<file path="config.mk">
export PLATFORM = sky130hd
export DESIGN_NAME = arfs_top
export DESIGN_NICKNAME = d
export VERILOG_FILES = /design/src/arfs_pkg.sv /design/src/arfs_top.sv /design/src/arfs_align.sv
export SDC_FILE = /design/constraint.sdc
export NUM_CORES = 1
export LEC_CHECK = 0
export ABC_CLOCK_PERIOD_IN_PS = 2029
export BUFFER_PORTS_ARGS = -buffer_cell sky130_fd_sc_hd__buf_4
export CAP_MARGIN = 20
export CORE_MARGIN = 2
export CORE_UTILIZATION = 40
export DETAILED_ROUTE_END_ITERATION = 8
export PLACE_DENSITY_LB_ADDON = 0.1
export RECOVER_POWER = 50
export SLEW_MARGIN = 0
export SYNTH_ARGS = -nofsm -noshare
export SYNTH_HDL_FRONTEND = slang
export SYNTH_SLANG_ARGS = --single-unit
</file>
<file path="constraint.sdc">
create_clock -name clk_in -period 2.03 [get_ports clk_in]
set_clock_uncertainty 0.2 [all_clocks]
set_input_delay 0.203 -clock clk_in [delete_from_list [all_inputs] [get_ports clk_in]]
set_output_delay 0.203 -clock clk_in [all_outputs]
set_load 0.01 [all_outputs]
</file>
<file path="src/arfs_pkg.sv">
// arfs_pkg: shared constants for the converter result format and reference select block
// assumes a 32-bit apb register bus, one aligned word per register
package arfs_pkg;
    // register byte offsets
    localparam logic [11:0] OFF_INPUT_SELECT = 12'h000; // input select register
    localparam logic [11:0] OFF_RESULT_LOW = 12'h004; // result low byte
    localparam logic [11:0] OFF_RESULT_HIGH = 12'h008; // result high byte
    localparam logic [11:0] OFF_STATUS = 12'h00C; // busy, done, differential
    // input select field layout
    localparam int REF_SEL_HI = 7;
    localparam int REF_SEL_LO = 6;
    localparam int LEFT_ALIGN_BIT = 5;
    localparam int CHAN_SEL_HI = 4;
    localparam int CHAN_SEL_LO = 0;
    localparam logic [7:0] INPUT_SELECT_RESET = 8'h00;
    // status register bit positions
    localparam int STAT_DONE_BIT = 0;
    localparam int STAT_BUSY_BIT = 1;
    localparam int STAT_DIFF_BIT = 2;
    // reference select codes
    localparam logic [1:0] REF_EXTERNAL_PIN = 2'h0;
    localparam logic [1:0] REF_ANALOG_SUPPLY = 2'h1;
    localparam logic [1:0] REF_RESERVED = 2'h2;
    localparam logic [1:0] REF_INTERNAL_256 = 2'h3;
    // result code limits
    localparam logic [9:0] SE_CODE_MIN = 10'h000;
    localparam logic [9:0] SE_CODE_MAX = 10'h3FF;
    localparam logic [9:0] DIFF_CODE_MOST_NEG = 10'h200;
    localparam logic [9:0] DIFF_CODE_MOST_POS = 10'h1FF;
endpackage

</file>
<file path="src/arfs_top.sv">
// arfs_top: register side of a 10-bit converter: input select, result format, result bytes
// assumes an apb master on clk_in and a converter core on the same clock
// What this block does
// RQ1: single-ended result is unsigned 0x000..0x3FF
// RQ2: differential result is two's complement 0x200..0x1FF
// RQ3: result top bit in high byte shows sign
// RQ4: result readable once done flag sets
// RQ5: reference field 7:6 decodes four reference choices
// RQ6: reference change waits for running conversion end
// RQ7: bit 5 selects left or right alignment
// RQ8: alignment change shows immediately, even mid-conversion
// RQ9: input select resets zero, all bits read/write
// RQ10: alignment places bits across high and low bytes
// RQ11: channel field 4:0 change waits for conversion end
//
// The register addresses and register access over APB were decided locally.
`timescale 1ns/1ns
`default_nettype none
module arfs_top #(
    parameter int RES_W = 10 // converter result width
) (
    input wire logic clk_in, // 125 MHz system clock
    input wire logic rst_in, // synchronous, active high
    // apb slave
    input wire logic psel_in,
    input wire logic penable_in,
    input wire logic pwrite_in,
    input wire logic [11:0] paddr_in,
    input wire logic [31:0] pwdata_in,
    output logic [31:0] prdata_out,
    output logic pready_out,
    output logic pslverr_out,
    // converter core side, same clock
    input wire logic conv_start_in, // pulse: core begins sampling
    input wire logic conv_end_in, // pulse: core has a result
    input wire logic [RES_W-1:0] conv_code_in, // raw code from core
    input wire logic conv_diff_in, // core converted a differential pair
    output logic [1:0] ref_select_out, // reference in use by core
    output logic ref_internal_on_out, // internal reference enabled
    output logic [4:0] channel_select_out, // channel and gain in use
    output logic conversion_done_flag_out, // result valid
    output logic result_sign_bit_out // top bit of stored result
);
    // the byte views are written for exactly ten result bits
    if (RES_W != 10) begin : g_width_check
        $error("arfs_top serves a 10-bit result only");
    end

    logic [7:0] input_select_register; // software copy, read/write
    logic [1:0] ref_active; // reference held for the core
    logic [4:0] chan_active; // channel held for the core
    logic busy; // conversion running
    logic conversion_done_flag; // sticky done
    logic [RES_W-1:0] result; // stored result code
    logic result_diff; // stored result is signed
    logic [7:0] result_low_byte; // aligned low view
    logic [7:0] result_high_byte; // aligned high view

    // bus decode, access phase only
    wire access = psel_in & penable_in;
    wire wr = access & pwrite_in & pready_out; // write lands only at the ready edge
    wire hit_sel = paddr_in == arfs_pkg::OFF_INPUT_SELECT;
    wire hit_low = paddr_in == arfs_pkg::OFF_RESULT_LOW;
    wire hit_high = paddr_in == arfs_pkg::OFF_RESULT_HIGH;
    wire hit_stat = paddr_in == arfs_pkg::OFF_STATUS;
    wire hit_any = hit_sel | hit_low | hit_high | hit_stat;
    wire wr_sel = wr & hit_sel;
    // reading the high byte clears done; a new end the same cycle wins
    wire rd_high = access & ~pwrite_in & hit_high & pready_out;
    wire [7:0] next_select = pwdata_in[7:0];
    // reference and channel latch only while idle or at conversion end
    wire idle_load = ~busy | conv_end_in; // RQ6 RQ11
    wire [7:0] status = {5'h00, result_diff, busy, conversion_done_flag};
    wire [31:0] next_rdata = hit_sel ? {24'h000000, input_select_register} :
                             hit_low ? {24'h000000, result_low_byte} :
                             hit_high ? {24'h000000, result_high_byte} :
                             hit_stat ? {24'h000000, status} : 32'h00000000;

    // alignment view follows the live select bit, no register in between
    arfs_align #(.RES_W(RES_W)) u_align (
        .result_in(result),
        .left_align_in(input_select_register[arfs_pkg::LEFT_ALIGN_BIT]), // RQ8
        .low_out(result_low_byte),
        .high_out(result_high_byte)
    );

    // software register, every bit writable
    always_ff @(posedge clk_in) begin
        if (rst_in) begin
            input_select_register <= arfs_pkg::INPUT_SELECT_RESET; // RQ9
        end else if (wr_sel) begin
            input_select_register <= next_select; // RQ9
        end
    end

    // active selections seen by the core
    always_ff @(posedge clk_in) begin
        if (rst_in) begin
            ref_active <= arfs_pkg::REF_EXTERNAL_PIN;
            chan_active <= 5'h00;
        end else if (idle_load) begin
            ref_active <= input_select_register[arfs_pkg::REF_SEL_HI:arfs_pkg::REF_SEL_LO]; // RQ6
            chan_active <= input_select_register[arfs_pkg::CHAN_SEL_HI:arfs_pkg::CHAN_SEL_LO]; // RQ11
        end
    end

    // conversion tracking and result capture
    always_ff @(posedge clk_in) begin
        if (rst_in) begin
            busy <= 1'b0;
            conversion_done_flag <= 1'b0;
            result <= 10'h000;
            result_diff <= 1'b0;
        end else begin
            if (conv_start_in) begin
                busy <= 1'b1;
            end else if (conv_end_in) begin
                busy <= 1'b0;
            end
            if (conv_end_in) begin
                // core code is unsigned or two's complement; stored as is
                result <= conv_code_in; // RQ1 RQ2 RQ4
                result_diff <= conv_diff_in;
                conversion_done_flag <= 1'b1; // RQ4
            end else if (rd_high) begin
                conversion_done_flag <= 1'b0;
            end
        end
    end

    // outputs registered; reserved reference code keeps internal ref off
    always_ff @(posedge clk_in) begin
        if (rst_in) begin
            prdata_out <= 32'h00000000;
            pready_out <= 1'b0;
            pslverr_out <= 1'b0;
            ref_select_out <= arfs_pkg::REF_EXTERNAL_PIN;
            ref_internal_on_out <= 1'b0;
            channel_select_out <= 5'h00;
            conversion_done_flag_out <= 1'b0;
            result_sign_bit_out <= 1'b0;
        end else begin
            // one wait state: ready rises the cycle after access starts
            pready_out <= access & ~pready_out;
            pslverr_out <= access & ~pready_out & ~hit_any;
            prdata_out <= (access & ~pready_out & ~pwrite_in) ? next_rdata : 32'h00000000;
            ref_select_out <= ref_active; // RQ5
            ref_internal_on_out <= ref_active == arfs_pkg::REF_INTERNAL_256; // RQ5
            channel_select_out <= chan_active;
            conversion_done_flag_out <= conversion_done_flag;
            result_sign_bit_out <= result[RES_W-1]; // RQ3
        end
    end

    // reference held through a running conversion
    ref_hold_a: assert property (@(posedge clk_in) disable iff (rst_in) // RQ6
        busy && !conv_end_in |=> $stable(ref_active))
        else $error("reference changed mid conversion");
    // channel held through a running conversion
    chan_hold_a: assert property (@(posedge clk_in) disable iff (rst_in) // RQ11
        busy && !conv_end_in |=> $stable(chan_active))
        else $error("channel changed mid conversion");
    // done flag sets with the captured result
    done_set_a: assert property (@(posedge clk_in) disable iff (rst_in) // RQ4
        conv_end_in |=> conversion_done_flag && result == $past(conv_code_in))
        else $error("result not captured with done flag");
    // left view shows top eight bits high
    align_left_a: assert property (@(posedge clk_in) disable iff (rst_in) // RQ7
        input_select_register[5] |-> result_high_byte == result[9:2])
        else $error("left alignment wrong");
    // right view zero-fills the high byte
    align_right_a: assert property (@(posedge clk_in) disable iff (rst_in) // RQ10
        !input_select_register[5] |-> result_high_byte[7:2] == 6'h00
        && result_low_byte == result[7:0])
        else $error("right alignment wrong");
    // alignment write shows the next cycle regardless of busy
    align_now_a: assert property (@(posedge clk_in) disable iff (rst_in) // RQ8
        wr_sel |=> input_select_register[5] == $past(pwdata_in[5]))
        else $error("alignment not immediate");
    // sign pin follows stored top bit
    sign_bit_a: assert property (@(posedge clk_in) disable iff (rst_in) // RQ3
        1'b1 |=> result_sign_bit_out == $past(result[9]))
        else $error("sign bit wrong");
    // internal reference on only for code three
    ref_decode_a: assert property (@(posedge clk_in) disable iff (rst_in) // RQ5
        1'b1 |=> ref_internal_on_out == ($past(ref_active) == 2'h3))
        else $error("reference decode wrong");
    // whole select register written back
    sel_rw_a: assert property (@(posedge clk_in) disable iff (rst_in) // RQ9
        wr_sel |=> input_select_register == $past(pwdata_in[7:0]))
        else $error("select register write lost");
    // ready is a single-cycle pulse
    ready_pulse_a: assert property (@(posedge clk_in) disable iff (rst_in)
        pready_out |=> !pready_out)
        else $error("ready held too long");
    // every access phase is answered after one wait state
    ready_timing_a: assert property (@(posedge clk_in) disable iff (rst_in)
        psel_in && penable_in && !pready_out |=> pready_out)
        else $error("access not answered");
    // error response only alongside ready
    slverr_ready_a: assert property (@(posedge clk_in) disable iff (rst_in)
        pslverr_out |-> pready_out)
        else $error("error without ready");
    // read data idles at zero outside the ready cycle
    rdata_idle_a: assert property (@(posedge clk_in) disable iff (rst_in)
        !pready_out |-> prdata_out == 32'h00000000)
        else $error("read data not idle");
    // done clears after a high byte read unless a result lands
    done_clear_a: assert property (@(posedge clk_in) disable iff (rst_in) // RQ4
        rd_high && !conv_end_in |=> !conversion_done_flag)
        else $error("done flag not cleared");
    // pending reference taken up at conversion end
    ref_reload_a: assert property (@(posedge clk_in) disable iff (rst_in) // RQ6
        conv_end_in |=> ref_active ==
        $past(input_select_register[arfs_pkg::REF_SEL_HI:arfs_pkg::REF_SEL_LO]))
        else $error("reference not reloaded");
    // pending channel taken up at conversion end
    chan_reload_a: assert property (@(posedge clk_in) disable iff (rst_in) // RQ11
        conv_end_in |=> chan_active ==
        $past(input_select_register[arfs_pkg::CHAN_SEL_HI:arfs_pkg::CHAN_SEL_LO]))
        else $error("channel not reloaded");
    // start marks the converter busy
    busy_set_a: assert property (@(posedge clk_in) disable iff (rst_in)
        conv_start_in |=> busy)
        else $error("busy not set");
endmodule
`default_nettype wire

</file>
<file path="src/arfs_align.sv">
// arfs_align: presents a stored 10-bit result as two bytes, left or right aligned
// assumes the caller registers the outputs if it needs them from flip-flops
`timescale 1ns/1ns
`default_nettype none
module arfs_align #(
    parameter int RES_W = 10 // result width
) (
    input wire logic [RES_W-1:0] result_in, // stored result
    input wire logic left_align_in, // one selects left alignment
    output logic [7:0] low_out, // low byte view
    output logic [7:0] high_out // high byte view
);
    // the slices below are fixed for ten result bits
    if (RES_W != 10) begin : g_width_check
        $error("arfs_align serves a 10-bit result only");
    end
    // left: bits 9..2 high, bits 1..0 in top of low; right: 7..0 low, 9..8 in bottom of high
    wire [7:0] left_low = {result_in[1:0], 6'h00}; // RQ10
    wire [7:0] left_high = result_in[9:2]; // RQ10
    wire [7:0] right_low = result_in[7:0]; // RQ10
    wire [7:0] right_high = {6'h00, result_in[9:8]}; // RQ10
    // pure combinational so a change of alignment shows at once
    assign low_out = left_align_in ? left_low : right_low; // RQ7
    assign high_out = left_align_in ? left_high : right_high; // RQ7
endmodule
`default_nettype wire

</file>
==> metrics.txt <==
status=finished clean; nets=350; Die ar.=5690 sq um; Iter 0 DRT Violations=82; r2r endpoint=input_select_register[1]; Hold WC Path Type=in -> reg; share of cells above drive strength 1=0.211; vias in the first global route=1,357; Core Region=5010 sq um; Final period util=0.776; P_int=1.43 mW; H-tree Lvls=2; largest net degree at the start of global routing=39; post-layout util=0.538; TritonCTS Buffers=5; wire length per cell after detailed routing=11.6 microns; Synth warnings=0; drt pass-1 iters=4; Initial Util=0.408; Root Buffer=clkbuf_8; Final Power=1.85 mW; max_cap viols=0; RSZ-0062 raised after global routing=false; Seq/Total Area, Yosys=0.471; final worst slack=0.454 ns; Combinational Power Share=0.109; Final ANT Viol Nets=0; initial antenna violation count=0; PortBufs=57; Clk network pwr share=0.366; leak pwr=1.26 nW; Cell Pwr Density=688 nW/um^2; CP Data Arrival Time=1.56 ns; max incr delay on CP=0.37 ns; Rows=26; Critical Path RT=2.01 ns; Final setup viols=0; GRT Overall Usage=0.150; hold path cells=3; Hold WS=0.0256 ns; final wirelength=4180 microns; switching power total=0.424 mW; hold_sp=pwrite_in; gp weighted congestion=0.727; most used routing layer=met2; Cell variety after synth=31; reg2reg path depth=5; CP Max Fanout=8; r2r setup slk=0.45 ns; Crit-path slowest cell=dfxtp_1; WS Path Type=reg -> reg; Post-Syn Area=2040 sq um; clk_lat worst skew=0.30 ns; worst reg2reg path startpoint=pready_out; post-route setup TNS=0 ns; TritonCTS sink count=48; grt met3 use=0.0503; DPL Wire Length=2920 microns; via count=1,594; share of power burned in registers=0.525; dpl ws=0.140 ns; Ant. Diodes=0; clock buffer depth=2; Reg clk slew, reported paths=0.09 ns; Hold Violations, Final=0; Max IR drop VDD=0.262 mV; max frequency=0.635 GHz; cells along the critical path=nor4bb_1 > nand4_2 > buf_4 > mux2i_1 > nor2_1; Seq cells post-synth=48; grt total ovfl=0; Cell Count, Final, Fillers Out=359; Mapped Avg Cell Area=9.50 sq um; placed cells=331; Mapped Cells=215; met2 GRT Util=0.229; area grow syn2layout=32.0%; crit end category=flop; CTS tree=yes; Switching Share=0.229; Tmin final=1.58 ns; Worst Setup SP=pready_out; # DRC=0; IO Pins=106; CP Launch Type=flop; first-pass GRT wire length=6340 microns; hold path endpoint=prdata_out[3]; Final Cell Area=2700 sq um; Cell Area, Placed=2430 sq um; Die H=75.5 microns; Chip Width=75.5 microns; met1 global-route usage=0.200; Slew Viols, Final=0; vias per cell=4.44
[cells by family (layout without fill, tap and decap cells)]
family,after synthesis,after routing,share of synthesized area
buf+inv,42,93,0.122
simple gates,75,75,0.197
compound gates,21,21,0.0711
flops,48,48,0.471
other cells,1,24,0.00184
mux,28,28,0.137
[synth_stat cells, drive strengths merged]
| cell | instances | area (sq um) |
|---|---|---|
| conb | 1 | 3.75 |
| a22oi | 2 | 15.0 |
| or3 | 2 | 22.5 |
| mux2i | 28 | 280 |
| nor2 | 35 | 131 |
| nor3 | 6 | 30.0 |
| o311a | 1 | 10.0 |
| clkbuf | 7 | 26.3 |
| nor4 | 4 | 37.5 |
| nand4 | 1 | 12.5 |
| inv | 7 | 26.3 |
| a32oi | 1 | 8.76 |
| a32o | 1 | 10.0 |
| and2 | 1 | 6.26 |
| o221a | 1 | 11.3 |
| a21oi | 11 | 55.1 |
| nor2b | 10 | 62.6 |
| o22a | 1 | 8.76 |
| nand2b | 5 | 31.3 |
| nand3 | 5 | 30.0 |
| dfxtp | 48 | 961 |
| o22ai | 1 | 6.26 |
| buf | 28 | 196 |
| nor3b | 1 | 7.51 |
| nand2 | 3 | 11.3 |
| nor4bb | 2 | 20.0 |
| o211a | 2 | 20.0 |
[final cells by class]
class	count	area [sq um]
flip-flops and latches	48	961
multi-input cells	148	918
well taps	70	87.6
repair buffers	78	591
clock inverters	3	42.5
clock buffers	5	68.8
inverters	7	26.3
fillers	518	2310
[critical path, delay by kind of cell (launching register included)]
family | cells | cell delay, ns
buffers and inverters | 1 | 0.21
flip-flops | 1 | 0.37
multiplexers | 1 | 0.16
AND/OR/NAND/NOR | 3 | 0.52
[how the worst max path moves through the flow]
stage / endpoint / slack (ns) / cells past startpoint
2_1_floorplan: prdata_out[2] / 0.37 / 4
3_3_place_gp: prdata_out[2] / 0.13 / 5
4_1_cts: input_select_register[1] / 0.46 / 5
3_5_place_dp: prdata_out[2] / 0.14 / 5
6_report: input_select_register[1] / 0.45 / 5
5_1_grt: prdata_out[7] / 0.33 / 5
[timing repair]
action	CTS	global route
buffers inserted	0	0
resized for setup	0	0
hold buffers	20	0
endpoints found under the hold margin	20	0
[state kept, by name (all words and copies together), names as in the netlist]
register / flops
busy: 1
channel_select_out: 5
input_select_register: 8
ref_active: 2
conversion_done_flag_out: 1
pslverr_out: 1
pready_out: 1
result: 10
ref_internal_on_out: 1
prdata_out: 8
chan_active: 5
ref_select_out: 2
result_sign_bit_out: 1
conversion_done_flag: 1
result_diff: 1
[layer usage]
| metal | vias to the layer above | share of wire |
|---|---|---|
| met5 | - | 0 |
| met4 | 0 | 0.0081 |
| met3 | 2 | 0.089 |
| met2 | 69 | 0.43 |
| met1 | 705 | 0.47 |
| li1 | 818 | - |
[cells in the final DEF, fill, tap and decap left out, types with 3 or more instances in the layout]
cell / n
nor2_1: 35
clkbuf_4: 11
nand2b_1: 5
nand2_1: 3
a21oi_1: 11
buf_4: 35
clkbuf_1: 12
dlygate4sd3_1: 20
nor3_1: 6
dfxtp_1: 48
clkbuf_8: 5
inv_1: 7
mux2i_1: 28
nand3_1: 4
nor2b_1: 10
conb_1: 24
[power groups by stage]
stage | Sequential, mW | Combinational (mW) | Clock, mW
after floorplan | 0.993 | 0.130 | 0
after global placement | 0.995 | 0.173 | 0
after detailed placement | 0.995 | 0.174 | 0
after CTS | 0.973 | 0.205 | 0.697
after global routing | 0.976 | 0.223 | 0.739
final | 0.973 | 0.202 | 0.679
Power figures use the tool's default switching activity.
